==> src/rtl/bcs_pkg.sv <==
package bcs_pkg;
	// Data widths for measurements and targets
	localparam int BCS_DW = 16;
	// Clock and qualification timing
	localparam longint BCS_CLK_HZ = 10000000;
	localparam longint BCS_TERM_TIME_S = 40;
	localparam longint BCS_TERM_CYCLES = BCS_TERM_TIME_S * BCS_CLK_HZ;
	localparam int BCS_TMR_W = 32;
	// Register map
	localparam logic [11:0] BCS_CTRL_OFF = 12'h000;
	localparam logic [11:0] BCS_STAT_OFF = 12'h004;
	localparam logic [11:0] BCS_VCHG_OFF = 12'h008;
	localparam logic [11:0] BCS_ICHG_OFF = 12'h00c;
	localparam logic [11:0] BCS_IMAX_OFF = 12'h010;
	localparam logic [11:0] BCS_IPRE_OFF = 12'h014;
	localparam logic [11:0] BCS_VPRE_OFF = 12'h018;
	localparam logic [11:0] BCS_VLIM_OFF = 12'h01c;
	localparam logic [11:0] BCS_VTLO_OFF = 12'h020;
	localparam logic [11:0] BCS_ITAP_OFF = 12'h024;
	localparam logic [11:0] BCS_TADJ_OFF = 12'h028;
	// Control register fields
	localparam int BCS_CTRL_EN = 0;
	localparam int BCS_CTRL_EXTPRE = 1;
	localparam int BCS_CTRL_ZV = 2;
	localparam int BCS_CTRL_CHGON = 3;
	localparam int BCS_CTRL_DSGEN = 4;
	localparam int BCS_CTRL_RESTART = 5;
	localparam logic [31:0] BCS_CTRL_RST = 32'h0000_0010;
	// Status register fields
	localparam int BCS_ST_TERM = 8;
	localparam int BCS_ST_TERMFLG = 9;
	localparam int BCS_ST_FAULT = 10;
	localparam int BCS_ST_CVLIM = 11;
	localparam int BCS_ST_CCLIM = 12;
	// Target reset values
	localparam logic [15:0] BCS_TGT_RST = 16'h0000;
	// Charge phase encoding
	typedef enum logic [2:0] {
		BCS_IDLE = 3'b000,
		BCS_PRE = 3'b001,
		BCS_CC = 3'b010,
		BCS_CV = 3'b011,
		BCS_DONE = 3'b100
	} bcs_phase_t;
endpackage

==> src/rtl/bcs_sync.sv <==
`timescale 1ns/1ps
module bcs_sync
	import bcs_pkg::*;
#(
	parameter int W = 1
)(
	// Clock and reset
	input wire logic pclk,
	input wire logic presetn,
	// Async in, sync out
	input wire logic [W-1:0] d,
	output logic [W-1:0] q
);
	logic [W-1:0] meta_r;

	// Two stages; the first is read only by the second
	always_ff @(posedge pclk or negedge presetn)
	begin
		if (!presetn)
		begin
			meta_r <= '0;
			q <= '0;
		end
		else
		begin
			meta_r <= d;
			q <= meta_r;
		end
	end
endmodule // bcs_sync

==> src/rtl/bcs_term_timer.sv <==
`timescale 1ns/1ps
module bcs_term_timer
	import bcs_pkg::*;
#(
	parameter longint TERM_CYCLES = BCS_TERM_CYCLES
)(
	// Clock and reset
	input wire logic pclk,
	input wire logic presetn,
	// Qualification inputs
	input wire logic arm,
	input wire logic cond,
	// Result
	output logic done
);
	localparam logic [BCS_TMR_W-1:0] LAST = BCS_TMR_W'(TERM_CYCLES - 1);
	logic [BCS_TMR_W-1:0] cnt_r;

	// Restart from zero whenever either condition drops
	always_ff @(posedge pclk or negedge presetn)
	begin
		if (!presetn)
		begin
			cnt_r <= '0;
			done <= 1'b0;
		end
		else if (!arm || !cond)
		begin
			cnt_r <= '0;
			done <= 1'b0;
		end
		else if (cnt_r >= LAST)
			done <= 1'b1;
		else
			cnt_r <= cnt_r + 1'b1;
	end
endmodule // bcs_term_timer

==> src/rtl/bcs_sequencer.sv <==
`timescale 1ns/1ps
// Overview of operation
// Start target from minimum cell voltage
// CC loads adjusted target, regulates inductor current
// At voltage target hold voltage, let taper
// Cap delivered current at charge request
// After termination raise limit to maximum
// Precharge and CV use stack-bottom sense
// Cycle-by-cycle limit from inductor sense
// Zero-volt mode: narrow-voltage output drives charge gate
// Max cell at limit stops voltage increase
// Window and taper for 40 s terminates
// Internal or external precharge selectable
// System may turn charge switch on
// Safety fault forces both switches off
// Host may override voltage, current targets
// Qualification timer restarts on any dropout
module bcs_sequencer
	import bcs_pkg::*;
#(
	parameter longint TERM_CYCLES = BCS_TERM_CYCLES
)(
	// Clock and reset
	input wire logic pclk,
	input wire logic presetn,
	// APB slave
	input wire logic psel,
	input wire logic penable,
	input wire logic pwrite,
	input wire logic [11:0] paddr,
	input wire logic [31:0] pwdata,
	output logic [31:0] prdata,
	output logic pready,
	output logic pslverr,
	// Measurements from the gauge
	input wire logic [15:0] min_cell_mv,
	input wire logic [15:0] max_cell_mv,
	input wire logic [15:0] pack_mv,
	input wire logic [15:0] meas_ma,
	// Pins from the power stage
	input wire logic safety_fault,
	input wire logic ind_oc_trip,
	// Power stage control
	output logic [15:0] v_target,
	output logic [15:0] i_target,
	output logic [15:0] i_limit,
	output logic sense_sel_bottom,
	output logic cycle_kill,
	output logic buck_en,
	output logic ext_pre_sw,
	// Switch drives
	output logic charge_switch_gate,
	output logic discharge_switch_gate,
	output logic narrow_voltage_dc_output
);
	logic [31:0] ctrl_r;
	logic [15:0] vchg_r, ichg_r, imax_r, ipre_r, vpre_r, vlim_r, vtlo_r, itap_r, tadj_r;
	logic fault_s, oc_s;
	bcs_phase_t phase_r, phase_nxt;
	logic term_flag_r, term_done;
	logic [31:0] rd_nxt;
	logic wr_en, rd_en, map_hit;
	logic [15:0] adj_i, i_nxt;
	logic run_en_w, ext_pre_w, zero_v_w, gate_force_w, dis_gate_en_w, restart_w;
	logic taper_ok, narrow_voltage_dc_output_nxt;
	logic [31:0] stat_w;

	function automatic logic [15:0] sat_sub(input logic [15:0] a, input logic [15:0] b);
		sat_sub = (a > b) ? (a - b) : 16'h0000;
	endfunction

	function automatic logic [15:0] min16(input logic [15:0] a, input logic [15:0] b);
		min16 = (a < b) ? a : b;
	endfunction

	function automatic logic in_window(input logic [15:0] v, input logic [15:0] lo,
		input logic [15:0] hi);
		in_window = (v >= lo) && (v <= hi);
	endfunction

	// Pins from outside the clock domain
	bcs_sync #(.W(2)) u_sync (
		.pclk(pclk),
		.presetn(presetn),
		.d({safety_fault, ind_oc_trip}),
		.q({fault_s, oc_s})
	);

	// Control fields by name, so the decode below reads as the rules do
	assign run_en_w = ctrl_r[BCS_CTRL_EN];
	assign ext_pre_w = ctrl_r[BCS_CTRL_EXTPRE];
	assign zero_v_w = ctrl_r[BCS_CTRL_ZV];
	assign gate_force_w = ctrl_r[BCS_CTRL_CHGON];
	assign dis_gate_en_w = ctrl_r[BCS_CTRL_DSGEN];
	assign restart_w = ctrl_r[BCS_CTRL_RESTART];

	// Window and taper must hold together; either dropping restarts the count
	assign taper_ok = in_window(max_cell_mv, vtlo_r, vlim_r) && (meas_ma < itap_r);

	// Termination qualification timer
	bcs_term_timer #(.TERM_CYCLES(TERM_CYCLES)) u_tmr (
		.pclk(pclk),
		.presetn(presetn),
		.arm(phase_r == BCS_CV),
		.cond(taper_ok),
		.done(term_done)
	);

	// Bus decode; single-cycle access
	assign wr_en = psel && penable && pwrite;
	assign rd_en = psel && !penable && !pwrite;
	always_comb
	begin
		map_hit = 1'b1;
		case (paddr)
			BCS_CTRL_OFF, BCS_STAT_OFF, BCS_VCHG_OFF, BCS_ICHG_OFF, BCS_IMAX_OFF,
			BCS_IPRE_OFF, BCS_VPRE_OFF, BCS_VLIM_OFF, BCS_VTLO_OFF, BCS_ITAP_OFF,
			BCS_TADJ_OFF: map_hit = 1'b1;
			default: map_hit = 1'b0;
		endcase
	end

	// Writable registers; restart bit is self-clearing
	always_ff @(posedge pclk or negedge presetn)
	begin
		if (!presetn)
		begin
			ctrl_r <= BCS_CTRL_RST;
			vchg_r <= BCS_TGT_RST;
			ichg_r <= BCS_TGT_RST;
			imax_r <= BCS_TGT_RST;
			ipre_r <= BCS_TGT_RST;
			vpre_r <= BCS_TGT_RST;
			vlim_r <= BCS_TGT_RST;
			vtlo_r <= BCS_TGT_RST;
			itap_r <= BCS_TGT_RST;
			tadj_r <= BCS_TGT_RST;
		end
		else
		begin
			ctrl_r[BCS_CTRL_RESTART] <= 1'b0;
			if (wr_en)
			begin
				case (paddr)
					BCS_CTRL_OFF: ctrl_r <= pwdata;
					BCS_VCHG_OFF: vchg_r <= pwdata[15:0];
					BCS_ICHG_OFF: ichg_r <= pwdata[15:0];
					BCS_IMAX_OFF: imax_r <= pwdata[15:0];
					BCS_IPRE_OFF: ipre_r <= pwdata[15:0];
					BCS_VPRE_OFF: vpre_r <= pwdata[15:0];
					BCS_VLIM_OFF: vlim_r <= pwdata[15:0];
					BCS_VTLO_OFF: vtlo_r <= pwdata[15:0];
					BCS_ITAP_OFF: itap_r <= pwdata[15:0];
					BCS_TADJ_OFF: tadj_r <= pwdata[15:0];
					default: ;
				endcase
			end
		end
	end

	// Status word built field by field; unused bits read as zero
	always_comb
	begin
		stat_w = 32'h0000_0000;
		stat_w[$bits(bcs_phase_t)-1:0] = phase_r;
		stat_w[BCS_ST_TERM] = (phase_r == BCS_DONE);
		stat_w[BCS_ST_TERMFLG] = term_flag_r;
		stat_w[BCS_ST_FAULT] = fault_s;
		stat_w[BCS_ST_CVLIM] = (phase_r == BCS_CV);
		stat_w[BCS_ST_CCLIM] = oc_s;
	end

	// Read mux
	always_comb
	begin
		case (paddr)
			BCS_CTRL_OFF: rd_nxt = ctrl_r;
			BCS_STAT_OFF: rd_nxt = stat_w;
			BCS_VCHG_OFF: rd_nxt = {16'h0, vchg_r};
			BCS_ICHG_OFF: rd_nxt = {16'h0, ichg_r};
			BCS_IMAX_OFF: rd_nxt = {16'h0, imax_r};
			BCS_IPRE_OFF: rd_nxt = {16'h0, ipre_r};
			BCS_VPRE_OFF: rd_nxt = {16'h0, vpre_r};
			BCS_VLIM_OFF: rd_nxt = {16'h0, vlim_r};
			BCS_VTLO_OFF: rd_nxt = {16'h0, vtlo_r};
			BCS_ITAP_OFF: rd_nxt = {16'h0, itap_r};
			BCS_TADJ_OFF: rd_nxt = {16'h0, tadj_r};
			default: rd_nxt = 32'h0000_0000;
		endcase
	end

	// Read data latched in setup; answer has no wait states
	always_ff @(posedge pclk or negedge presetn)
	begin
		if (!presetn)
		begin
			prdata <= 32'h0000_0000;
			pready <= 1'b0;
			pslverr <= 1'b0;
		end
		else
		begin
			if (rd_en)
				prdata <= rd_nxt;
			pready <= psel && !penable;
			pslverr <= psel && !penable && !map_hit;
		end
	end

	// Phase sequencing
	always_comb
	begin
		phase_nxt = phase_r;
		case (phase_r)
			BCS_IDLE:
				if (run_en_w)
					phase_nxt = (min_cell_mv < vpre_r) ? BCS_PRE : BCS_CC;
			BCS_PRE:
				if (min_cell_mv >= vpre_r)
					phase_nxt = BCS_CC;
			BCS_CC:
				if (max_cell_mv >= vlim_r || pack_mv >= vchg_r)
					phase_nxt = BCS_CV;
			BCS_CV:
				if (term_done)
					phase_nxt = BCS_DONE;
			BCS_DONE:
				if (restart_w)
					phase_nxt = BCS_IDLE;
			default: phase_nxt = BCS_IDLE;
		endcase
		// A fault drops to idle, but a finished charge stays finished while enabled
		if (!run_en_w || fault_s)
			phase_nxt = (phase_r == BCS_DONE && run_en_w) ? BCS_DONE : BCS_IDLE;
	end

	always_ff @(posedge pclk or negedge presetn)
	begin
		if (!presetn)
			phase_r <= BCS_IDLE;
		else
			phase_r <= phase_nxt;
	end

	// Termination flag: set wins over restart
	always_ff @(posedge pclk or negedge presetn)
	begin
		if (!presetn)
			term_flag_r <= 1'b0;
		else if (phase_r == BCS_CV && term_done)
			term_flag_r <= 1'b1;
		else if (restart_w)
			term_flag_r <= 1'b0;
	end

	// Current target: max-cell derating in CC and CV
	assign adj_i = sat_sub(ichg_r, (max_cell_mv >= vtlo_r) ? tadj_r : 16'h0000);
	always_comb
	begin
		case (phase_nxt)
			BCS_PRE: i_nxt = min16(ipre_r, ichg_r);
			BCS_CC, BCS_CV: i_nxt = min16(adj_i, ichg_r);
			default: i_nxt = 16'h0000;
		endcase
	end

	// Outside idle the voltage target may fall but never rise once the highest cell is at its limit
	always_ff @(posedge pclk or negedge presetn)
	begin
		if (!presetn)
			v_target <= BCS_TGT_RST;
		else if (phase_nxt != BCS_IDLE && max_cell_mv >= vlim_r)
			v_target <= min16(v_target, vchg_r);
		else
			v_target <= vchg_r;
	end

	// Current target follows the phase the sequencer is entering
	always_ff @(posedge pclk or negedge presetn)
	begin
		if (!presetn)
			i_target <= BCS_TGT_RST;
		else
			i_target <= i_nxt;
	end

	// Only after termination is the load given the full current
	always_ff @(posedge pclk or negedge presetn)
	begin
		if (!presetn)
			i_limit <= BCS_TGT_RST;
		else
			i_limit <= (phase_nxt == BCS_DONE) ? imax_r : ichg_r;
	end

	// Average current is sensed at the stack bottom in precharge and CV
	always_ff @(posedge pclk or negedge presetn)
	begin
		if (!presetn)
			sense_sel_bottom <= 1'b0;
		else
			sense_sel_bottom <= (phase_nxt == BCS_PRE) || (phase_nxt == BCS_CV);
	end

	// External precharge bypasses the buck; a fault stops both paths
	always_ff @(posedge pclk or negedge presetn)
	begin
		if (!presetn)
		begin
			buck_en <= 1'b0;
			ext_pre_sw <= 1'b0;
		end
		else
		begin
			buck_en <= (phase_nxt != BCS_IDLE) && !fault_s &&
				!(phase_nxt == BCS_PRE && ext_pre_w);
			ext_pre_sw <= (phase_nxt == BCS_PRE) && ext_pre_w && !fault_s;
		end
	end

	// Per-cycle limit: trip ends the current switching cycle
	always_ff @(posedge pclk or negedge presetn)
	begin
		if (!presetn)
			cycle_kill <= 1'b0;
		else
			cycle_kill <= oc_s && buck_en;
	end

	// In zero-volt precharge the charge gate is driven from the narrow-voltage output
	assign narrow_voltage_dc_output_nxt = (phase_nxt == BCS_PRE) && zero_v_w;

	// Switch gates; fault overrides everything
	always_ff @(posedge pclk or negedge presetn)
	begin
		if (!presetn)
		begin
			charge_switch_gate <= 1'b0;
			discharge_switch_gate <= 1'b0;
			narrow_voltage_dc_output <= 1'b0;
		end
		else if (fault_s)
		begin
			charge_switch_gate <= 1'b0;
			discharge_switch_gate <= 1'b0;
			narrow_voltage_dc_output <= 1'b0;
		end
		else
		begin
			// Zero-volt: gate fed from the narrow-voltage output, switch in saturation
			narrow_voltage_dc_output <= narrow_voltage_dc_output_nxt;
			charge_switch_gate <= ((phase_nxt == BCS_CC) || (phase_nxt == BCS_CV) ||
				((phase_nxt == BCS_PRE) && !zero_v_w) || narrow_voltage_dc_output_nxt ||
				gate_force_w) && (phase_nxt != BCS_DONE || gate_force_w);
			discharge_switch_gate <= dis_gate_en_w;
		end
	end
endmodule // bcs_sequencer

==> config.mk <==
export PLATFORM = sky130hd
export DESIGN_NAME = bcs_sequencer
export DESIGN_NICKNAME = d
export VERILOG_FILES = /design/src/rtl/bcs_pkg.sv /design/src/rtl/bcs_sync.sv /design/src/rtl/bcs_term_timer.sv /design/src/rtl/bcs_sequencer.sv
export SDC_FILE = /design/constraint.sdc
export NUM_CORES = 1
export LEC_CHECK = 0
export BUFFER_PORTS_ARGS = -buffer_cell sky130_fd_sc_hd__buf_2
export CORE_MARGIN = 4
export CORE_UTILIZATION = 45
export CTS_BUF_LIST = sky130_fd_sc_hd__clkbuf_4 sky130_fd_sc_hd__clkbuf_8
export CTS_CLUSTER_SIZE = 14
export DETAILED_ROUTE_END_ITERATION = 10
export GPL_TIMING_DRIVEN = 0
export HOLD_SLACK_MARGIN = 0.08
export PLACE_DENSITY = 0.65
export SLEW_MARGIN = 20
export SYNTH_ARGS = -nofsm -noshare
export SYNTH_HDL_FRONTEND = slang
export SYNTH_SLANG_ARGS = --single-unit
==> constraint.sdc <==
create_clock -name pclk -period 9.6 [get_ports pclk]
set_clock_uncertainty 0.1 [all_clocks]
set_input_delay 0.48 -clock pclk [delete_from_list [all_inputs] [get_ports pclk]]
set_output_delay 0.48 -clock pclk [all_outputs]
set_load 0.1 [all_outputs]
Yosys cells after proc, flatten, opt, wreduce, memory -nomap -nowiden
Index checks and enable logic that the tools add are counted.
{"block": "classes", "add_sub_neg": 2, "order_cmp": 12, "n_eq_ne": 21, "muxes": 30, "reduce_logical": 53}
{"op": "$pmux W32 S11", "count": 1}
{"op": "$mux W16", "count": 7}
{"op": "$lt A16 B16 Y1", "count": 5}
{"op": "$ge A16 B16 Y1", "count": 4}
{"op": "$mux W32", "count": 2}
{"op": "$eq A12 B5 Y1 const B", "count": 4}
{"op": "$eq A12 B6 Y1 const B", "count": 3}
{"op": "$add A32 B1 Y32 const B", "count": 1}
{"op": "$ge A32 B29 Y1 const B", "count": 1}
{"op": "$pmux W16 S2", "count": 1}
{"op": "$eq A12 B4 Y1 const B", "count": 2}
{"op": "$mux W3", "count": 7}
{"op": "$reduce_and A2 Y1", "count": 10}
{"op": "$logic_and A1 B1 Y1", "count": 18}
{"op": "$gt A16 B16 Y1", "count": 1}
{"op": "$le A16 B16 Y1", "count": 1}
{"op": "$sub A16 B16 Y16", "count": 1}
{"op": "$pmux W3 S5", "count": 1}
{"op": "$eq A12 B3 Y1 const B", "count": 1}
{"op": "$eq A3 B2 Y1 const B", "count": 4}
{"op": "$logic_not A12 Y1", "count": 1}
{"op": "$mux W6", "count": 2}
{"op": "$reduce_or A11 Y1", "count": 1}
{"op": "$logic_not A1 Y1", "count": 9}
{"op": "other kinds (12)", "count": 30}
{"block": "word_totals", "ff_bits": 306, "input_bits": 115, "output_inout_bits": 89, "wordCells": 148}

Longest topological paths before layout
Gate-level depths: netlist of the first run.
{"block": "depth", "ltp_word": 12, "ltp_mapped": 31, "mapped_depth_nobuf": 26}

Modules after synthesis
A second synthesis of the first run with hierarchy kept.
{"block": "hier_totals", "hier_cells": 1663, "hier_area_um2": 17090.1}
{"module": "bcs_sequencer", "n_inst": 1, "cells_per_inst": 1479, "area_per_inst_um2": 15192.1, "seq_area_each_um2": 6732.7}
{"module": "bcs_term_timer", "n_inst": 1, "cells_per_inst": 180, "area_per_inst_um2": 1798.0, "seq_area_each_um2": 825.8}
{"module": "bcs_sync", "n_inst": 1, "cells_per_inst": 4, "area_per_inst_um2": 100.1, "seq_area_each_um2": 100.1}

Least setup slack after synthesis of the first run
Ideal clock, no wire load.
{"block": "synth_timing", "kind": "input to register", "from": "input max_cell_mv[0]", "to": "register i_target[0]", "t_arrival_ns": 5.765, "slack_ns": 3.609, "stages": 31, "n_path_buf": 5, "path_cell_list": "inv_1 -> ha_1 -> nand2b_1 -> a21o_1 -> a21oi_1 -> o21ai_1 -> a31o_2 -> a21oi_1 -> clkbuf_1 -> nor2b_1 -> ha_1 -> inv_1 -> fa_1 -> nand3_1 -> a211oi_2 -> nor4_4 -> o21ai_0 -> o41ai_1 -> clkbuf_1 -> nor3b_1 -> ha_1 -> a21oi_1 -> a21boi_1 -> o31ai_1 -> nand3_1 -> o32a_1 -> buf_6 -> a2bb2o_4 -> buf_6 -> buf_6 -> a221o_1"}
{"block": "synth_between", "elab_chain_cells": 8, "word_cells_on_any_way": 17}
{"item": "start, declared", "line_no": "bcs_sequencer.sv:37", "text": "input wire logic [15:0] max_cell_mv,"}
{"item": "branches (longest 7 deep; another with $ge A16 B16 Y1)"}
{"item": "$pmux W16 S2 (*)", "line_no": "bcs_sequencer.sv:260", "text": "case (phase_nxt)"}
{"item": "via i_nxt[0]", "line_no": "bcs_sequencer.sv:63", "text": "logic [15:0] adj_i, i_nxt;"}
{"item": "end signal, assigned", "line_no": "bcs_sequencer.sv:284", "text": "i_target <= i_nxt;"}
{"item": "end, declared", "line_no": "bcs_sequencer.sv:45", "text": "output logic [15:0] i_target,"}
Mark *: on every way through the listed nets, which the timed path passes.
A chain may end at the register's enable or synchronous reset.

Final worst setup path of the first run
{"block": "layout_timing", "from": "register vtlo_r[0]", "to": "register i_target[6]"}
{"block": "layout_between", "elab_chain_cells": 7, "word_cells_on_any_way": 8}
{"item": "start, declared", "line_no": "bcs_sequencer.sv:57", "text": "logic [15:0] vchg_r, ichg_r, imax_r, ipre_r, vpre_r, vlim_r, vtlo_r, itap_r, tadj_r;"}
{"item": "start signal, assigned", "line_no": "bcs_sequencer.sv:152", "text": "BCS_VTLO_OFF: vtlo_r <= pwdata[15:0];"}
{"item": "$ge A16 B16 Y1 (*)", "line_no": "bcs_sequencer.sv:257", "text": "assign adj_i = sat_sub(ichg_r, (max_cell_mv >= vtlo_r) ? tadj_r : 16'h0000);"}
{"item": "$mux W16 (*)", "line_no": "bcs_sequencer.sv:257"}
{"item": "$sub A16 B16 Y16 or $gt A16 B16 Y1 (tied branches)", "line_no": "bcs_sequencer.sv:69", "text": "sat_sub = (a > b) ? (a - b) : 16'h0000;"}
{"item": "$mux W16 (*)", "line_no": "bcs_sequencer.sv:69"}
{"item": "$lt A16 B16 Y1", "line_no": "bcs_sequencer.sv:73", "text": "min16 = (a < b) ? a : b;"}
{"item": "$mux W16 (*)", "line_no": "bcs_sequencer.sv:73"}
{"item": "$pmux W16 S2 (*)", "line_no": "bcs_sequencer.sv:260"}
{"item": "via i_nxt[6]", "line_no": "bcs_sequencer.sv:63"}
The timed path passes the listed nets; every way through them passes the cells marked *.

==> reports/qor.yml, run 1 <==
cts:
  cts_buffers: 55
  cts_root_buf: "clkbuf_8"
  htree_levels: 2
  cts_resized: 0
  cts.sinks: 306
  clock_latency_ns: 0.64
  cts_tree: "built"
  cts_buffer_depth: 3
  path_clk_slew_ns: 0.06
  post_cts_buffers: 0
critical_path:
  critical_path.slowest_cell: "a21oi_1"
  endpoint_kind: "flip-flop"
  crit_family: "compound AO/OA/AOI/OAI gates"
  cpPeakStageDelay_ns: 0.48
  crit_type: "flip-flop to flip-flop"
  required_ns: 10.00
  crit_buf_inv: 6
  critPathArrivalTime_ns: 7.72
  start_kind: "flip-flop"
  crit_fanout: 10
yosys:
  avgSynthCellArea_sq_um: 10.12
  syn_area_sq_um: 16950
  synth_commonest_cells: "dfrtp_1, nand2_1, ha_1, o21ai_0, inv_1"
  ys.flop_type: "dfrtp_1"
  synth_cell_types: 79
  async_reset_ff_share_pct: 100.0
  syn_nets: 1933
  synth_edf_count: 0
  yosysTopAreaCell: "dfrtp_1"
  seq_area_frac_synth_pct: 45.18
  ys_ff_latch: 306
  yosysMostFrequentCell: "dfrtp_1"
  synth_top_area_share_pct: 45.03
  synth_area_leaders: "dfrtp_1, ha_1, mux2_2, nand2_1, o21ai_0"
  ys_warn_count: 0
  synthCells: 1675
global_route:
  track_usage_pct: 28.49
  grt_max_degree: 96
  gr-total-overflow: 0
  antenna_found_initial: 4
  grt_pass1_wl_um: 89130
  grt_pass1_vias: 14700
route:
  num_vias: 14766
  drt-initial-drc-count: 1474
  drcViolationCount: 0
  drt_wl_total_um: 59410
  ant_nets: 0
  first_pass_iters: 9
  via_per_inst: 5.930
  post_drt_wl_per_cell_um: 23.86
floorplanning:
  core_sq_um: 36870
  placementRows: 70
  initial_core_util_pct: 45.97
  die_y_um: 202.1
  dieArea_sq_um: 40840
  ios: 204
  die_w_um: 202.1
pwr:
  power_density_nw_per_um2: 140.1
  leakage_nw: 9.709
  p_total_mw: 2.801
  peakVddDrop_mv: 0.1003
finish:
  area_growth_pct: 17.91
  nNetsFinal: 2199
  ff_latch_area_sq_um: 7659
  fin_util_pct: 54.20
  fillerInstances: 3327
  multi_input_area_sq_um: 8471
  drive_above_1_share_pct: 20.57
timing:
  setup_violations: 0
  tns_ns: 0
  worst_pin_slew_ns: 1.182
  slew_violations: 0
  finalCritPeriodShare_pct: 76.31
  period_minus_slack_ns: 7.326
  hold_violations: 0
  max_freq_mhz: 136.5
  relSlewSlack_pct: 20.52
  grt_setup_unrepaired: "false"
run:
  maxCapViolCount: 0
placement:
  portBuffers: 185
  dp_hpwl_um: 45440
  routabilityCongestion: 0.9942
worst_hold_path:
  hp-class: "primary input to flip-flop"
outcome:
  status: "completed"
[worst min-delay path, stage by stage]
cell	delay (ns)
buf_2	0.08
nor2_1	0.11
a21oi_1	0.15
[cell usage in the layout, fill, tap and decap left out, types with 24 or more instances in the layout]
master and count:
a21o_1 30, a21oi_1 48, a22oi_1 24, buf_2 198, clkbuf_1 69, clkbuf_8 64
dfrtp_1 305, ha_1 142, inv_1 110, mux2_1 25, mux2_2 75, nand2_1 201
nand2b_1 25, nand3_1 44, nor2_1 55, nor3_1 32, o21ai_0 138
[what timing repair did]
item,CTS,global route
hold endpoints to repair,195,0
setup endpoints to repair,0,0
hold buffers,21,0
[area by class of cell]
class / instances / share of cell area, %
multi-input combinational: 1165 / 42.38
sequential: 306 / 38.32
timing repair buffer: 209 / 6.148
clock buffer: 86 / 5.234
tap: 504 / 3.155
inverter: 113 / 2.122
buffer: 91 / 1.985
clock inverter: 13 / 0.6135
antenna: 3 / 0.03756
[stage by stage]
step	hold slack, ns	std cells	area [sq um]	worst slack [ns]
floorplan	0.08441	1675	16950	3.609
global placement	0.2332	2364	18510	2.155
detailed placement	0.2404	2367	18600	2.125
CTS	0.1043	2487	19980	2.379
global route	0.1541	2490	19990	1.942
finish	0.1306	2490	19990	2.274
[sequential cells by signal, indices dropped and copies added (netlist names), 3 cells and up]
name / flops
tadj_r: 16
ichg_r: 16
v_target: 16
i_target: 16
phase_r: 3
ipre_r: 16
i_limit: 16
vtlo_r: 16
vpre_r: 16
vchg_r: 16
u_tmr.cnt_r: 32
vlim_r: 16
prdata: 32
itap_r: 16
ctrl_r: 32
imax_r: 16
[report_power, final]
part           internal [mW]  total [mW]  switching [mW]  leakage, nW
clock                  0.743        1.30           0.561        0.621
sequential              1.30        1.31         0.00799         3.61
combinational         0.0488       0.189           0.140         5.48
[metal layers]
metal	track usage [%]	routed length, um	part of all wire, %
met2	46.21	27720	47
met4	12.01	2634	4.4
met1	37.04	23810	40
met3	6.305	5245	8.8
met5	0	0	0
[cell families after synthesis]
| logic type | count (synthesis) | share of synthesized area (%) |
|---|---|---|
| AOI/OAI and AO/OA | 392 | 15.72 |
| xor gates and xnor gates | 38 | 1.964 |
| adders and majority gates | 143 | 10.60 |
| buffers and inverters | 204 | 4.842 |
| DFF | 306 | 45.18 |
| muxes | 101 | 6.703 |
| and+or+nand+nor | 491 | 14.99 |
[path summary, 6_finish.rpt]
kind | slack, ns | to | cells past startpoint | from
setup / recovery | 2.27 | i_target[6] | 30 | vtlo_r[0]
hold / removal | 0.13 | pslverr | 3 | paddr[0]
setup reg to reg | 2.27 | i_target[6] | 30 | vtlo_r[0]
hold reg to reg | 0.25 | u_sync.q[0] | 0 | u_sync.meta_r[0]
max in group asynchronous | 7.99 | ctrl_r[4] | 4 | presetn
min in group asynchronous | 0.23 | i_limit[7] | 2 | presetn
Note: power is estimated with default switching activity, not from simulation.
==> run 2: changes to the inputs <==
--- a/config.mk
+++ b/config.mk
@@ -5,6 +5,7 @@
 export SDC_FILE = /design/constraint.sdc
 export NUM_CORES = 1
 export LEC_CHECK = 0
+export ABC_AREA = 1
 export BUFFER_PORTS_ARGS = -buffer_cell sky130_fd_sc_hd__buf_2
 export CORE_MARGIN = 4
 export CORE_UTILIZATION = 45
==> constraint.sdc (replaced) <==
create_clock -name pclk -period 7.4 [get_ports pclk]
set_clock_uncertainty 0.1 [all_clocks]
set_input_delay 0.37 -clock pclk [delete_from_list [all_inputs] [get_ports pclk]]
set_output_delay 0.37 -clock pclk [all_outputs]
set_load 0.1 [all_outputs]
==> reports/qor.yml, run 2 <==
global_route:
  antenna_found_initial: 2
  track_usage_pct: 28.04
  gr-total-overflow: 0
  grt_max_degree: 84
  globalRouteMet2Util_pct: 43.38
  met1_usage_pct: 39.57
  grt_util_met3_pct: 5.879
  top_usage_layer: "met2"
  grt_pass1_vias: 15862
  grt_pass1_wl_um: 91030
yosys:
  synth_fa_ha_area_share_pct: 10.25
  synth_top_family_by_area: "simple AND/OR/NAND/NOR gates"
  ys.flop_type: "dfrtp_1"
  synth_top_area_share_pct: 43.56
  synthCells: 2134
  synth_cell_types: 63
  syn_nets: 2392
  synth-simple-area-share_pct: 21.71
  synth-compound-area-share_pct: 15.75
  synth_commonest_cells: "nand2_1, dfrtp_1, inv_1, o21ai_0, ha_1"
  yosysMostFrequentCell: "nand2_1"
  syn_area_sq_um: 17520
  ys_ff_latch: 306
  synth_edf_count: 0
  async_reset_ff_share_pct: 100.0
  avgSynthCellArea_sq_um: 8.211
  seq_area_frac_synth_pct: 43.71
  ys_warn_count: 0
  muxShareOfSynthArea_pct: 0.06426
  yosysTopAreaCell: "dfrtp_1"
  synthXorXnorAreaFrac_pct: 1.100
  synth_area_leaders: "dfrtp_1, nand2_1, ha_1, o21ai_0, inv_1"
route:
  post_drt_wl_per_cell_um: 20.17
  drt_wl_total_um: 60000
  drcViolationCount: 0
  via_per_inst: 5.621
  first_pass_iters: 6
  drt-initial-drc-count: 1783
  ant_nets: 0
  num_vias: 16718
finish:
  layout_common_cells: "nand2_1, dfrtp_1, inv_1, buf_2, o21ai_0"
  fin_util_pct: 53.46
  drive_above_1_share_pct: 15.80
  fillerInstances: 3681
  layout_commonest_cell: "nand2_1"
  area_growth_pct: 17.63
  design_area_sq_um: 20610
  stdcell_count: 2974
  nNetsFinal: 2673
  largestRegisters: "ctrl_r (32), prdata (32), u_tmr.cnt_r (32)"
critical_path:
  cpMostUsedCell: "nand2_1"
  cpPeakStageDelay_ns: 0.50
  critPathArrivalTime_ns: 6.42
  endpoint_kind: "flip-flop"
  critical_path.slowest_cell: "o311ai_4"
  crit_type: "flip-flop to flip-flop"
  crit_fanout: 10
  start_kind: "flip-flop"
  required_ns: 7.82
pwr:
  power_density_nw_per_um2: 171.3
  peakVddDrop_mv: 0.1406
  p_total_mw: 3.531
  leakage_nw: 10.24
timing:
  max_freq_mhz: 166.7
  period_minus_slack_ns: 5.998
  setup_violations: 0
  hold_violations: 0
  grt_setup_unrepaired: "false"
  worst_pin_slew_ns: 1.047
  tns_ns: 0
  hold-worst-slack_ns: 0.1709
  setup_slack_ns: 1.402
  slew_violations: 0
  relSlewSlack_pct: 29.93
  finalCritPeriodShare_pct: 81.05
cts:
  cts_buffer_depth: 3
  htree_levels: 2
  cts_buffers: 52
  cts_tree: "built"
  cts.sinks: 306
  cts_root_buf: "clkbuf_8"
  path_clk_slew_ns: 0.06
  clock_latency_ns: 0.65
run:
  maxCapViolCount: 0
floorplanning:
  placementRows: 72
  die_w_um: 205.3
  dieArea_sq_um: 42160
  die_y_um: 205.3
  core_sq_um: 38560
  ios: 204
  initial_core_util_pct: 45.45
worst_hold_path:
  hp-class: "primary input to flip-flop"
placement:
  dp_cells: 2858
  dp_hpwl_um: 45280
  portBuffers: 203
  routabilityCongestion: 0.9418
  place_area_sq_um: 19280
  dpl_worst_slack_ns: 1.358
outcome:
  status: "completed"
==> run 2: critical path, delay by kind of cell (launching register included) <==
kind	cells	cell delay [ns]
simple gates	16	2.01
flops	1	0.35
compound gates	4	1.16
fa+ha+maj	3	1.04
buf+inv	5	1.22
==> run 2: what timing repair did <==
action                    in CTS  in global routing
resized for setup              0                  0
setup buffers                  0                  0
hold buffers                  21                  0
hold endpoints to repair     102                  0
==> run 2: area by class of cell <==
cell class	instances	area (sq um)	area share [%]
Multi-Input combinational cell	1502	8564	41.55
Clock inverter	14	118.9	0.5767
Inverter	252	950.9	4.613
Antenna cell	1	2.502	0.01214
Buffer	74	349.1	1.694
Tap cell	518	648.1	3.144
Clock buffer	80	1001	4.856
Timing Repair Buffer	227	1319	6.398
Sequential cell	306	7659	37.16
==> run 2: path summary, 6_finish.rpt <==
| path | from | to | slack [ns] | cells after the start |
|---|---|---|---|---|
| max reg2reg | vtlo_r[15] | i_target[1] | 1.40 | 28 |
| min reg2reg | u_sync.meta_r[1] | u_sync.q[1] | 0.25 | 0 |
| min in group asynchronous | presetn | u_sync.q[0] | 0.21 | 2 |
| min | pwrite | prdata[3] | 0.17 | 6 |
| max | vtlo_r[15] | i_target[1] | 1.40 | 28 |
| max in group asynchronous | presetn | i_target[6] | 5.70 | 4 |
==> run 2: power by group <==
group | internal (mW) | total [mW] | leakage, nW | switching, mW
Combinational | 0.0698 | 0.216 | 5.46 | 0.146
Clock | 0.904 | 1.64 | 0.601 | 0.731
Sequential | 1.68 | 1.68 | 4.18 | 0.00277
==> run 2: cells by family after synthesis <==
family / Yosys count
adders and majority gates: 143
and+or+nand+nor: 870
muxes: 1
buffers and inverters: 326
AOI/OAI and AO/OA: 466
DFF: 306
xor gates and xnor gates: 22
==> run 2: per-layer routing <==
metal,share of wire [%],wire [um],vias to the layer above
li1,-,-,7764
met1,43,25880,8069
met2,45,26740,752
met3,8.9,5355,131
met4,3.4,2018,2
met5,0.022,13,-
